## src/logic/acu_defs.vh

```
// constants for the axis comparator unit
`ifndef ACU_DEFS_VH
`define ACU_DEFS_VH

// ----------------------------------------------------------------
// register byte offsets
// ----------------------------------------------------------------
`define ACU_OFS_SET1 8'h00
`define ACU_OFS_SET2 8'h04
`define ACU_OFS_SET3 8'h08
`define ACU_OFS_SET4 8'h0c
`define ACU_OFS_SET5 8'h10
`define ACU_OFS_CFG_A 8'h14
`define ACU_OFS_CFG_B 8'h18
`define ACU_OFS_IRQ_EN 8'h1c
`define ACU_OFS_IRQ_CAUSE 8'h20
`define ACU_OFS_MSTS 8'h24

// ----------------------------------------------------------------
// field positions in compare_config_a / compare_config_b and the event registers
// ----------------------------------------------------------------
`define ACU_SRC1_LSB 0
`define ACU_MTH1_LSB 2
`define ACU_ACT1_LSB 5
`define ACU_RING1_BIT 7
`define ACU_SRC2_LSB 8
`define ACU_MTH2_LSB 10
`define ACU_ACT2_LSB 13
`define ACU_RING2_BIT 15
`define ACU_SRC3_LSB 16
`define ACU_MTH3_LSB 18
`define ACU_ACT3_LSB 21
`define ACU_SRC4_LSB 24
`define ACU_MTH4_LSB 26
`define ACU_ACT4_LSB 30
`define ACU_SRC5_LSB 0
`define ACU_MTH5_LSB 3
`define ACU_ACT5_LSB 6
`define ACU_EVT_LSB 8

// ----------------------------------------------------------------
// method codes
// ----------------------------------------------------------------
`define ACU_M_EQ 4'h1
`define ACU_M_EQ_UP 4'h2
`define ACU_M_EQ_DN 4'h3
`define ACU_M_GT 4'h4
`define ACU_M_LT 4'h5
`define ACU_M_SLIM 4'h6
`define ACU_M_IDX 4'h8
`define ACU_M_IDX_UP 4'h9
`define ACU_M_IDX_DN 4'ha

// ----------------------------------------------------------------
// action codes and source codes
// ----------------------------------------------------------------
`define ACU_A_NONE 2'h0
`define ACU_A_STOP 2'h1
`define ACU_A_DECEL 2'h2
`define ACU_A_REWRITE 2'h3
`define ACU_S_CNT1 3'h0
`define ACU_S_CNT2 3'h1
`define ACU_S_CNT3 3'h2
`define ACU_S_CNT4 3'h3
`define ACU_S_POSN 3'h4
`define ACU_S_SPEED 3'h5

// ----------------------------------------------------------------
// reset values and limits
// ----------------------------------------------------------------
`define ACU_RST_WORD 32'h0000_0000
`define ACU_RST_SET 28'h000_0000
`define ACU_DEFL_MAX 28'h000_7fff

`endif

```

## src/logic/acu_top.v

```verilog
// axis comparator unit: five comparators with apb register file
`include "acu_defs.vh"

module acu_top #(
    parameter W = 28,
    parameter NCMP = 5
) (
    input wire sys_clk_i,
    input wire nrst_i,
    input wire psel_i,
    input wire penable_i,
    input wire pwrite_i,
    input wire [7:0] paddr_i,
    input wire [31:0] pwdata_i,
    output wire [31:0] prdata_o,
    output wire pready_o,
    output wire pslverr_o,
    input wire [W-1:0] command_position_counter_i,
    input wire [W-1:0] mech_position_counter_i,
    input wire [W-1:0] deflection_counter_i,
    input wire [W-1:0] general_purpose_counter_i,
    input wire [W-1:0] positioning_counter_i,
    input wire [W-1:0] current_speed_i,
    input wire [5:0] src_count_up_i,
    input wire [W-1:0] preset_amount_prereg_i,
    output wire [W-1:0] preset_amount_active_o,
    output wire [NCMP-1:0] cmp_satisfied_o,
    output wire stop_now_o,
    output wire stop_decel_o,
    output wire rewrite_o,
    output wire index_sync_output_o,
    output wire ring_cmd_counter_o,
    output wire ring_mech_counter_o,
    output wire irq_n_o
);

// ----------------------------------------------------------------
// reset release
// ----------------------------------------------------------------
reg rst_meta_ff;
reg rst_sync_ff;

always @(posedge sys_clk_i or negedge nrst_i)
begin
    if (!nrst_i)
    begin
        rst_meta_ff <= 1'b0;
        rst_sync_ff <= 1'b0;
    end
    else
    begin
        rst_meta_ff <= 1'b1;
        rst_sync_ff <= rst_meta_ff;
    end
end

wire rst_n = rst_sync_ff;

// ----------------------------------------------------------------
// registers
// ----------------------------------------------------------------
reg [W-1:0] setting_ff [0:NCMP-1];
reg [31:0] compare_config_a_ff;
reg [31:0] compare_config_b_ff;
reg [31:0] event_irq_enable_ff;
reg [NCMP-1:0] event_irq_cause_ff;
reg [NCMP-1:0] sat_ff;
reg [31:0] prdata_ff;
reg pready_ff;
reg pslverr_ff;
reg [W-1:0] preset_active_ff;
reg stop_now_ff;
reg stop_decel_ff;
reg rewrite_ff;
reg index_ff;
reg irq_n_ff;
reg ring1_ff;
reg ring2_ff;

// ----------------------------------------------------------------
// field extraction
// ----------------------------------------------------------------
reg [2:0] src_sel [0:NCMP-1];
reg [3:0] method [0:NCMP-1];
reg [1:0] action [0:NCMP-1];

always @*
begin
    src_sel[0] = {1'b0, compare_config_a_ff[`ACU_SRC1_LSB +: 2]};
    src_sel[1] = {1'b0, compare_config_a_ff[`ACU_SRC2_LSB +: 2]};
    src_sel[2] = {1'b0, compare_config_a_ff[`ACU_SRC3_LSB +: 2]};
    src_sel[3] = {1'b0, compare_config_a_ff[`ACU_SRC4_LSB +: 2]};
    src_sel[4] = compare_config_b_ff[`ACU_SRC5_LSB +: 3];
    method[0] = {1'b0, compare_config_a_ff[`ACU_MTH1_LSB +: 3]};
    method[1] = {1'b0, compare_config_a_ff[`ACU_MTH2_LSB +: 3]};
    method[2] = {1'b0, compare_config_a_ff[`ACU_MTH3_LSB +: 3]};
    method[3] = compare_config_a_ff[`ACU_MTH4_LSB +: 4];
    method[4] = {1'b0, compare_config_b_ff[`ACU_MTH5_LSB +: 3]};
    action[0] = compare_config_a_ff[`ACU_ACT1_LSB +: 2];
    action[1] = compare_config_a_ff[`ACU_ACT2_LSB +: 2];
    action[2] = compare_config_a_ff[`ACU_ACT3_LSB +: 2];
    action[3] = compare_config_a_ff[`ACU_ACT4_LSB +: 2];
    action[4] = compare_config_b_ff[`ACU_ACT5_LSB +: 2];
end

// ----------------------------------------------------------------
// source selection
// ----------------------------------------------------------------
wire [W-1:0] defl_abs;
wire [W-1:0] defl_mag;

// deflection compared by magnitude, clipped to its range
assign defl_mag = deflection_counter_i[W-1] ?
    (~deflection_counter_i + {{(W-1){1'b0}}, 1'b1}) :
    deflection_counter_i;
assign defl_abs = (defl_mag > `ACU_DEFL_MAX) ?
    `ACU_DEFL_MAX : defl_mag;

function [W:0] f_source;
    input [2:0] sel;
    input [W-1:0] c1;
    input [W-1:0] c2;
    input [W-1:0] c3;
    input [W-1:0] c4;
    input [W-1:0] cp;
    input [W-1:0] cs;
    input [5:0] up;
    begin
        // msb carries the count direction
        case (sel)
            `ACU_S_CNT1: f_source = {up[0], c1};
            `ACU_S_CNT2: f_source = {up[1], c2};
            `ACU_S_CNT3: f_source = {up[2], c3};
            `ACU_S_CNT4: f_source = {up[3], c4};
            `ACU_S_POSN: f_source = {up[4], cp};
            `ACU_S_SPEED: f_source = {up[5], cs};
            default: f_source = {up[0], c1};
        endcase
    end
endfunction

// ----------------------------------------------------------------
// comparator bank
// ----------------------------------------------------------------
wire [NCMP-1:0] met;

genvar gi;
generate
    for (gi = 0; gi < NCMP; gi = gi + 1)
    begin : g_cmp
        wire [W:0] src;
        assign src = f_source(src_sel[gi],
            command_position_counter_i, mech_position_counter_i,
            defl_abs, general_purpose_counter_i,
            positioning_counter_i, current_speed_i, src_count_up_i);
        acu_cmp_cell #(
            .CMP_ID(gi + 1),
            .W(W)
        ) u_cell (
            .setting_i(setting_ff[gi]),
            .value_i(src[W-1:0]),
            .count_up_i(src[W]),
            .method_i(method[gi]),
            .met_o(met[gi])
        );
    end
endgenerate

// ----------------------------------------------------------------
// apb decode
// ----------------------------------------------------------------
wire acc;
wire wr_en;
wire rd_cause;
reg [31:0] rd_mux;
reg rd_hit;

assign acc = psel_i & penable_i & ~pready_ff;
assign wr_en = psel_i & penable_i & pready_ff & pwrite_i;
assign rd_cause = psel_i & penable_i & pready_ff & ~pwrite_i &
    (paddr_i == `ACU_OFS_IRQ_CAUSE);

always @*
begin
    rd_mux = `ACU_RST_WORD;
    rd_hit = 1'b1;
    case (paddr_i)
        `ACU_OFS_SET1: rd_mux = {{(32-W){1'b0}}, setting_ff[0]};
        `ACU_OFS_SET2: rd_mux = {{(32-W){1'b0}}, setting_ff[1]};
        `ACU_OFS_SET3: rd_mux = {{(32-W){1'b0}}, setting_ff[2]};
        `ACU_OFS_SET4: rd_mux = {{(32-W){1'b0}}, setting_ff[3]};
        `ACU_OFS_SET5: rd_mux = {{(32-W){1'b0}}, setting_ff[4]};
        `ACU_OFS_CFG_A: rd_mux = compare_config_a_ff;
        `ACU_OFS_CFG_B: rd_mux = compare_config_b_ff;
        `ACU_OFS_IRQ_EN: rd_mux = event_irq_enable_ff;
        `ACU_OFS_IRQ_CAUSE:
            rd_mux[`ACU_EVT_LSB +: NCMP] = event_irq_cause_ff;
        `ACU_OFS_MSTS:
            rd_mux[`ACU_EVT_LSB +: NCMP] = sat_ff;
        default: rd_hit = 1'b0;
    endcase
end

// one wait state: data and ready come straight from flops
always @(posedge sys_clk_i or negedge rst_n)
begin
    if (!rst_n)
    begin
        pready_ff <= 1'b0;
        pslverr_ff <= 1'b0;
        prdata_ff <= `ACU_RST_WORD;
    end
    else
    begin
        pready_ff <= acc;
        pslverr_ff <= acc & ~rd_hit;
        if (acc && !pwrite_i)
            prdata_ff <= rd_mux;
        else
            prdata_ff <= `ACU_RST_WORD;
    end
end

// ----------------------------------------------------------------
// configuration writes
// ----------------------------------------------------------------
integer k;

always @(posedge sys_clk_i or negedge rst_n)
begin
    if (!rst_n)
    begin
        for (k = 0; k < NCMP; k = k + 1)
            setting_ff[k] <= `ACU_RST_SET;
        compare_config_a_ff <= `ACU_RST_WORD;
        compare_config_b_ff <= `ACU_RST_WORD;
        event_irq_enable_ff <= `ACU_RST_WORD;
    end
    else if (wr_en)
    begin
        case (paddr_i)
            `ACU_OFS_SET1: setting_ff[0] <= pwdata_i[W-1:0];
            `ACU_OFS_SET2: setting_ff[1] <= pwdata_i[W-1:0];
            `ACU_OFS_SET3: setting_ff[2] <= pwdata_i[W-1:0];
            `ACU_OFS_SET4: setting_ff[3] <= pwdata_i[W-1:0];
            `ACU_OFS_SET5: setting_ff[4] <= pwdata_i[W-1:0];
            `ACU_OFS_CFG_A: compare_config_a_ff <= pwdata_i;
            `ACU_OFS_CFG_B: compare_config_b_ff <= pwdata_i;
            `ACU_OFS_IRQ_EN: event_irq_enable_ff <= pwdata_i;
            default: compare_config_a_ff <= compare_config_a_ff;
        endcase
    end
end

// ----------------------------------------------------------------
// flags, events and actions
// ----------------------------------------------------------------
wire [NCMP-1:0] rise;
wire [NCMP-1:0] irq_en;
reg [NCMP-1:0] nxt_cause;
reg nxt_stop;
reg nxt_decel;
reg nxt_rewrite;
integer j;

assign irq_en = event_irq_enable_ff[`ACU_EVT_LSB +: NCMP];
assign rise = met & ~sat_ff;

always @*
begin
    nxt_stop = 1'b0;
    nxt_decel = 1'b0;
    nxt_rewrite = 1'b0;
    // a new event beats a clearing read
    nxt_cause = (rd_cause ? {NCMP{1'b0}} : event_irq_cause_ff) |
        (rise & irq_en);
    for (j = 0; j < NCMP; j = j + 1)
    begin
        if (rise[j])
        begin
            case (action[j])
                `ACU_A_STOP: nxt_stop = 1'b1;
                `ACU_A_DECEL: nxt_decel = 1'b1;
                `ACU_A_REWRITE: nxt_rewrite = 1'b1;
                default: nxt_stop = nxt_stop;
            endcase
        end
    end
end

always @(posedge sys_clk_i or negedge rst_n)
begin
    if (!rst_n)
    begin
        sat_ff <= {NCMP{1'b0}};
        event_irq_cause_ff <= {NCMP{1'b0}};
        stop_now_ff <= 1'b0;
        stop_decel_ff <= 1'b0;
        rewrite_ff <= 1'b0;
        index_ff <= 1'b0;
        irq_n_ff <= 1'b1;
        preset_active_ff <= `ACU_RST_SET;
        ring1_ff <= 1'b0;
        ring2_ff <= 1'b0;
    end
    else
    begin
        sat_ff <= met;
        event_irq_cause_ff <= nxt_cause;
        stop_now_ff <= nxt_stop;
        stop_decel_ff <= nxt_decel;
        rewrite_ff <= nxt_rewrite;
        index_ff <= rise[3] & method[3][3];
        irq_n_ff <= ~(|nxt_cause);
        ring1_ff <= compare_config_a_ff[`ACU_RING1_BIT] &
            (method[0] == `ACU_M_EQ);
        ring2_ff <= compare_config_a_ff[`ACU_RING2_BIT] &
            (method[1] == `ACU_M_EQ);
        if (nxt_rewrite)
            preset_active_ff <= preset_amount_prereg_i;
    end
end

// ----------------------------------------------------------------
// outputs
// ----------------------------------------------------------------
assign prdata_o = prdata_ff;
assign pready_o = pready_ff;
assign pslverr_o = pslverr_ff;
assign preset_amount_active_o = preset_active_ff;
assign cmp_satisfied_o = sat_ff;
assign stop_now_o = stop_now_ff;
assign stop_decel_o = stop_decel_ff;
assign rewrite_o = rewrite_ff;
assign index_sync_output_o = index_ff;
assign ring_cmd_counter_o = ring1_ff;
assign ring_mech_counter_o = ring2_ff;
assign irq_n_o = irq_n_ff;

endmodule // acu_top

```

## src/logic/acu_cmp_cell.v

```verilog
// one comparator: condition decode for a single channel
`include "acu_defs.vh"

module acu_cmp_cell #(
    parameter CMP_ID = 1,
    parameter W = 28
) (
    input wire [W-1:0] setting_i,
    input wire [W-1:0] value_i,
    input wire count_up_i,
    input wire [3:0] method_i,
    output reg met_o
);

// ----------------------------------------------------------------
// signed compare and method decode
// ----------------------------------------------------------------
wire signed [W-1:0] s_set;
wire signed [W-1:0] s_val;
wire eq;
wire gt;
wire lt;

assign s_set = setting_i;
assign s_val = value_i;
assign eq = (s_set == s_val);
assign gt = (s_set > s_val);
assign lt = (s_set < s_val);

always @*
begin
    met_o = 1'b0;
    case (method_i)
        `ACU_M_EQ: met_o = eq;
        `ACU_M_EQ_UP: met_o = eq & count_up_i;
        `ACU_M_EQ_DN: met_o = eq & ~count_up_i;
        `ACU_M_GT: met_o = gt;
        `ACU_M_LT: met_o = lt;
        `ACU_M_SLIM:
        begin
            // positive limit on 1, negative on 2, never elsewhere
            if (CMP_ID == 1)
                met_o = lt;
            else if (CMP_ID == 2)
                met_o = gt;
            else
                met_o = 1'b0;
        end
        `ACU_M_IDX: met_o = (CMP_ID == 4) & eq;
        `ACU_M_IDX_UP: met_o = (CMP_ID == 4) & eq & count_up_i;
        `ACU_M_IDX_DN: met_o = (CMP_ID == 4) & eq & ~count_up_i;
        default: met_o = 1'b0;
    endcase
end

endmodule // acu_cmp_cell

```

## config.mk

```make
export PLATFORM = sky130hd
export DESIGN_NAME = acu_top
export DESIGN_NICKNAME = d
export VERILOG_FILES = /design/src/logic/acu_top.v /design/src/logic/acu_cmp_cell.v
export VERILOG_INCLUDE_DIRS = /design/src /design/src/logic
export SDC_FILE = /design/constraint.sdc
export NUM_CORES = 1
export LEC_CHECK = 0
export BUFFER_PORTS_ARGS = -buffer_cell sky130_fd_sc_hd__buf_2
export CAP_MARGIN = 20
export CORE_MARGIN = 3
export CORE_UTILIZATION = 58
export DETAILED_ROUTE_END_ITERATION = 6
export HOLD_SLACK_MARGIN = 0.06
export PLACE_DENSITY = 0.78
export SLEW_MARGIN = 10
export SYNTH_ARGS = -nofsm -noshare
export SYNTH_HDL_FRONTEND = slang
export SYNTH_SLANG_ARGS = --single-unit
```

## constraint.sdc

```tcl
create_clock -name sys_clk_i -period 10.88 [get_ports sys_clk_i]
set_input_delay 1.088 -clock sys_clk_i [delete_from_list [all_inputs] [get_ports sys_clk_i]]
set_output_delay 1.088 -clock sys_clk_i [all_outputs]
set_load 0.005 [all_outputs]
```

==> flow_summary.ini, run 1 <==
[yosys]
ys_async_sr_fraction_pct = 100
synth_edf_count = 0
ys_top_cells_by_count = dfrtp_1, mux2_2, a21oi_1, ha_1, nand2_1
ys_ff_latch = 317
synth.avg_cell_area_um2 = 10.3
yosysUniqueCellTypes = 80
syn-instance-count = 2061
netlist_area_mm2 = 0.0211
synth_top_area_share_pct = 37.4
synth-main-ff-cell = dfrtp_1
yosys_warnings = 0
syn_nets = 2449
synthTopCellsByArea = dfrtp_1, mux2_2, ha_1
seq_area_frac_synth_pct = 37.5
yosysTopAreaCell = dfrtp_1
synthMostInstantiatedCell = dfrtp_1

[cts]
cts_hold_buf = 0
cts_buffer_depth = 3
worstSkewPairLatency_ns = 0.59
cts_resized = 0
cts.sink_count = 317
h-tree-depth = 1
cts_root_buffer = clkbuf_16
post_cts_buffers = 0
path_clk_slew_ns = 0.06
cts_tree = yes
numCtsBuffers = 30

[route]
firstDrtPassIters = 7
routed_wl_um = 80600
drc = 1
drtIter0Drc = 2087
antenna_left = 0
via_per_inst = 7.06
wl_per_cell_um = 28.8
num_vias = 19800

[pwr]
seqPwrFrac_pct = 45.7
p_int_mw = 1.97
p_switching_mw = 0.655
ir_drop_mv = 0.119
swShare_pct = 24.9
p_total_mw = 2.63
power_density_mw_per_mm2 = 109
leakagePower_nw = 11.5
pwr-share-clk_pct = 43.4
combPwrFrac_pct = 10.9

[global_route]
grt_pass1_vias = 19500
grt_usage_pct = 40.4
antenna_found_initial = 3
grt_max_degree = 77
grt_overflow = 0
grt_pass1_wl_um = 120000

[status]
failed_checks = design-rule violations
status = complete, but fails checks

[floorplanning]
die_h_um = 197
rows = 69
die_area_mm2 = 0.0388
pin_count = 321
start_util_pct = 59.1
fp.coreArea_mm2 = 0.0357
die_w_um = 197

[worst_setup_path]
worstPathRequired_ns = 11.33
cp.arrival_ns = 7.86
start_kind = primary input
crit_path_end_kind = register
crit_fanout = 29
path_class = in -> reg

[sta]
hold_viol_final = 0
finalSetupViolations = 0
fmax_ghz = 0.135
rsz0062_at_grt = no
setup_tns_ns = 0
finalClockSkew_ns = 0.0204
worstMarginPinSlew_ns = 1.17
fin_ws_ns = 3.47
slew_headroom_pct = 22.3
drv_slew = 0
finalCriticalPeriod_ns = 7.41
post-route-period-util_pct = 68.1

[cells_and_area]
utilization_pct = 67.6
layout.nets = 2702
layout-drive-gt1-share_pct = 30.9
syn2layout_area_growth_pct = 14.4

[placed_design]
io_buffers = 320
dp_hpwl_um = 59500
detailedPlace.worstSlack_ns = 3.09
place_congestion = 1.03

[min_path]
hold_class = in -> async

[job]
maxCapViolCount = 0
worst max-delay path, cell delays in order:
cell and delay [ns]:
buf_2 0.12, or3_1 0.43, or3b_1 0.45, nor3_2 0.31, nand3_1 0.19, nor3_1 0.22
a41oi_1 0.07, o22a_1 0.21, nor4_2 0.26, buf_4 0.28, nand3b_1 0.49, o221ai_1 0.39
ha_1 0.31, a21o_1 0.17, a21oi_1 0.16, a21oi_1 0.10, o41ai_1 0.59, o211ai_1 0.20
mux2i_1 0.33, mux2_2 0.25, a21oi_1 0.06, or4_4 0.77, mux2_4 0.38
layer usage:
layer,GRT usage [%],routed length [um],vias to the layer above
met4,24.2,6070,0
met3,5.97,6520,299
met2,68.6,39000,1219
met5,0,0,-
met1,49.1,29000,9764
li1,-,-,8497
area by class of cell:
cell class | count | area, um2
Timing Repair Buffer | 351 | 1840
Clock inverter | 14 | 220
Antenna cell | 3 | 7.51
Inverter | 43 | 161
Multi-Input combinational cell | 1571 | 12600
Clock buffer | 41 | 862
Fill cell | 2812 | 11600
Sequential cell | 317 | 7940
Tap cell | 461 | 577
cell families after synthesis:
group	synth area share (%)
compound gates	19.5
xor+xnor	0.788
fa+ha+maj	8.35
buf+inv	3.20
flops	37.5
mux	20.3
other cells	0.0177
simple gates	10.3
through the flow:
stage               std cells  hold slack [ns]  instance area [um2]
floorplan                2061            0.331                21100
global placement         2741            0.339                23100
detailed placement       2742            0.337                23100
CTS                      2797            0.266                24200
global route             2800            0.268                24200
finish                   2801            0.273                24200
registers in the layout (all words and copies together), names as in the netlist, 5 cells and up:
register	flops
cmp_satisfied_o	5
compare_config_a_ff	32
setting_ff	140
event_irq_enable_ff	32
compare_config_b_ff	32
prdata_o	32
preset_amount_active_o	28
event_irq_cause_ff	5
power by group through the flow:
stage / combinational (mW) / sequential (mW) / clock, mW
final: 0.287 / 1.20 / 1.14
after global routing: 0.310 / 1.20 / 1.19
after CTS: 0.282 / 1.20 / 1.14
after detailed placement: 0.281 / 1.22 / 0
after global placement: 0.275 / 1.22 / 0
after floorplan: 0.121 / 1.23 / 0
final timing paths:
path | start | endpoint | slack (ns) | cells after the start
max | deflection_counter_i[3] | preset_amount_active_o[6]$_DFFE_PN0P_ | 3.47 | 23
min | nrst_i | rst_n$_DFF_PN0_ | 0.27 | 1
max reg2reg | compare_config_b_ff[1]$_DFFE_PN0P_ | preset_amount_active_o[20]$_DFFE_PN0P_ | 4.53 | 18
min reg2reg | rst_meta_ff$_DFF_PN0_ | rst_n$_DFF_PN0_ | 0.36 | 0
max in group asynchronous | rst_n$_DFF_PN0_ | compare_config_b_ff[1]$_DFFE_PN0P_ | 8.32 | 2
min in group sys_clk_i | rst_meta_ff$_DFF_PN0_ | rst_n$_DFF_PN0_ | 0.36 | 0
layout by cell type (no fill, tap or decap), drive strengths merged, types with 29 or more instances in the layout:
| cell type | Yosys | routed |
|---|---|---|
| a21oi | 142 | 142 |
| nand2 | 140 | 140 |
| o21ai | 67 | 67 |
| nor2 | 90 | 90 |
| mux2 | 282 | 282 |
| ha | 141 | 141 |
| nand3 | 29 | 29 |
| o221ai | 60 | 60 |
| inv | 43 | 43 |
| buf | 29 | 351 |
| a211o | 31 | 31 |
| a22oi | 94 | 94 |
| clkbuf | 101 | 41 |
| dfrtp | 316 | 316 |
| mux2i | 89 | 89 |
| nand4 | 33 | 33 |
| nor2b | 43 | 43 |
| o22ai | 33 | 33 |
(Power assumes the default switching activity.)
==> run 2, diff against run 1 <==
--- a/config.mk
+++ b/config.mk
@@ -9,10 +9,10 @@
 export BUFFER_PORTS_ARGS = -buffer_cell sky130_fd_sc_hd__buf_2
 export CAP_MARGIN = 20
 export CORE_MARGIN = 3
-export CORE_UTILIZATION = 58
+export CORE_UTILIZATION = 53
 export DETAILED_ROUTE_END_ITERATION = 6
 export HOLD_SLACK_MARGIN = 0.06
-export PLACE_DENSITY = 0.78
+export PLACE_DENSITY = 0.75
 export SLEW_MARGIN = 10
 export SYNTH_ARGS = -nofsm -noshare
 export SYNTH_HDL_FRONTEND = slang
==> constraint.sdc (replaced) <==
create_clock -name sys_clk_i -period 6.4 [get_ports sys_clk_i]
set_input_delay 0.64 -clock sys_clk_i [delete_from_list [all_inputs] [get_ports sys_clk_i]]
set_output_delay 0.64 -clock sys_clk_i [all_outputs]
set_load 0.005 [all_outputs]
==> run 2 against run 1 <==
Clock-buffer cell count rose by 2; critical path depth rose by 3; sequential power rose by 70%; total power rose by 74%; flip-flop and latch count unchanged; core utilization is 3.4 points lower; the run now ends clean; die area rose by 9.1%; clock power rose by 77%.
==> flow_summary.ini, run 2 (same netlist as run 1, synthesis figures left out) <==
[status]
status = finished, final reports clean

[route]
routed_wl_um = 83700
wl_per_cell_um = 28.4
drc = 0
antenna_left = 0
via_per_inst = 6.75
firstDrtPassIters = 6
drtIter0Drc = 2115
num_vias = 19900

[sta]
post-route-period-util_pct = 95.6
rsz0062_at_grt = no
finalSetupViolations = 0
worstMarginPinSlew_ns = 1.15
finalClockSkew_ns = 0.0120
hold_viol_final = 0
fmax_ghz = 0.163
finalCriticalPeriod_ns = 6.12
setup_tns_ns = 0
slew_headroom_pct = 23.1
drv_slew = 0
hold_ws_ns = 0.284

[worst_setup_path]
crit_fanout = 29
crit_path_end_kind = register
start_kind = primary input
path_class = in -> reg
r2r_slack_ns = 1.15
cp_slowest_cell = or4_4
reg2reg_from = compare_config_b_ff[2]$_DFFE_PN0P_
r2r.worst_path.cells = 18
cp.arrival_ns = 6.59
max_stage_delay_ns = 0.56
r2r_end = preset_amount_active_o[8]$_DFFE_PN0P_
worstPathRequired_ns = 6.86

[floorplanning]
die_w_um = 206
die_area_mm2 = 0.0423
start_util_pct = 54.2
pin_count = 321
rows = 72
die_h_um = 206
fp.coreArea_mm2 = 0.0390

[cells_and_area]
largest-register = setting_ff
final_common_cell = buf_2
fill_cells = 3186
design_area_mm2 = 0.0251
utilization_pct = 64.2
layout.nets = 2791
mostFrequentLayoutCells = buf_2, dfrtp_1, mux2_2
largest_reg_flops = 140
syn2layout_area_growth_pct = 18.6
layout-drive-gt1-share_pct = 33.6

[min_path]
min-delay-start = preset_amount_prereg_i[7]
holdPathStages = 2
min_to = preset_amount_active_o[7]$_DFFE_PN0P_
hold_class = in -> reg

[global_route]
grt_usage_pct = 38.5
grt_pass1_vias = 19800
grt_overflow = 0
grt_max_degree = 162
antenna_found_initial = 4
grt_pass1_wl_um = 123000

[cts]
path_clk_slew_ns = 0.07
worstSkewPairLatency_ns = 0.59
numCtsBuffers = 31
cts_tree = yes
h-tree-depth = 1
cts_root_buffer = clkbuf_16
cts_buffer_depth = 3
cts.sink_count = 317

[placed_design]
io_buffers = 320
post_dp_cell_area_mm2 = 0.0238
dp_hpwl_um = 61800
place_congestion = 1.01

[job]
maxCapViolCount = 0

[pwr]
power_density_mw_per_mm2 = 182
ir_drop_mv = 0.214
leakagePower_nw = 12.0
==> run 2: layer usage <==
| metal | vias to the layer above | wire [um] | global-route usage (%) |
|---|---|---|---|
| met5 | - | 0 | 0 |
| met4 | 0 | 6170 | 22.7 |
| met3 | 275 | 6930 | 5.51 |
| met2 | 1143 | 39300 | 63.2 |
| met1 | 9817 | 31200 | 48.4 |
| li1 | 8677 | - | - |
==> run 2: worst max-delay path by stage <==
stage / start / end / cells past startpoint
floorplan: deflection_counter_i[3] / preset_amount_active_o[10]$_DFFE_PN0P_ / 24
global placement: deflection_counter_i[3] / preset_amount_active_o[14]$_DFFE_PN0P_ / 25
detailed placement: deflection_counter_i[3] / preset_amount_active_o[10]$_DFFE_PN0P_ / 25
CTS: deflection_counter_i[3] / preset_amount_active_o[10]$_DFFE_PN0P_ / 25
global route: deflection_counter_i[3] / preset_amount_active_o[14]$_DFFE_PN0P_ / 25
finish: deflection_counter_i[3] / preset_amount_active_o[8]$_DFFE_PN0P_ / 26
==> run 2: final cells by class <==
class                   count  area, um2  area share, %
diodes                      4       10.0         0.0399
flip-flops and latches    317       7940           31.7
multi-input cells        1571      12600           50.4
inverters                  43        161          0.644
well taps                 518        648           2.59
repair buffers            439       2550           10.2
clock inverters            15        240          0.959
clock buffers              43        881           3.51
==> run 2: power by group <==
part           total, mW  leakage, nW  switching [mW]  internal, mW
registers           2.04         4.35          0.0207          2.02
clock network       2.02        0.542           0.812          1.20
logic              0.516         7.13           0.312         0.204
total               4.57         12.0            1.15          3.43
==> run 2: through the flow <==
stage / setup WS (ns) / power, mW / cells
floorplan: 0.430 / 2.30 / 2061
global placement: -0.416 / 2.57 / 2886
detailed placement: -0.438 / 2.58 / 2886
CTS: 0.126 / 4.57 / 2945
global route: 0.00683 / 4.71 / 2949
finish: 0.280 / 4.57 / 2950
==> run 2: worst max-delay path: cells and delay by family <==
kind / cells / cell delay [ns]
and+or+nand+nor: 8 / 2.49
AOI/OAI and AO/OA: 9 / 1.50
buffers and inverters: 5 / 0.83
muxes: 3 / 0.78
adders and majority gates: 1 / 0.30
==> run 2: repair_timing <==
item / 4_1_cts / 5_1_grt
setup buffers: 0 / 1
gates resized for setup: 0 / 12
hold buffers: 1 / 0
endpoints found under the hold margin: 2 / 0
setup endpoints to repair: 0 / 30
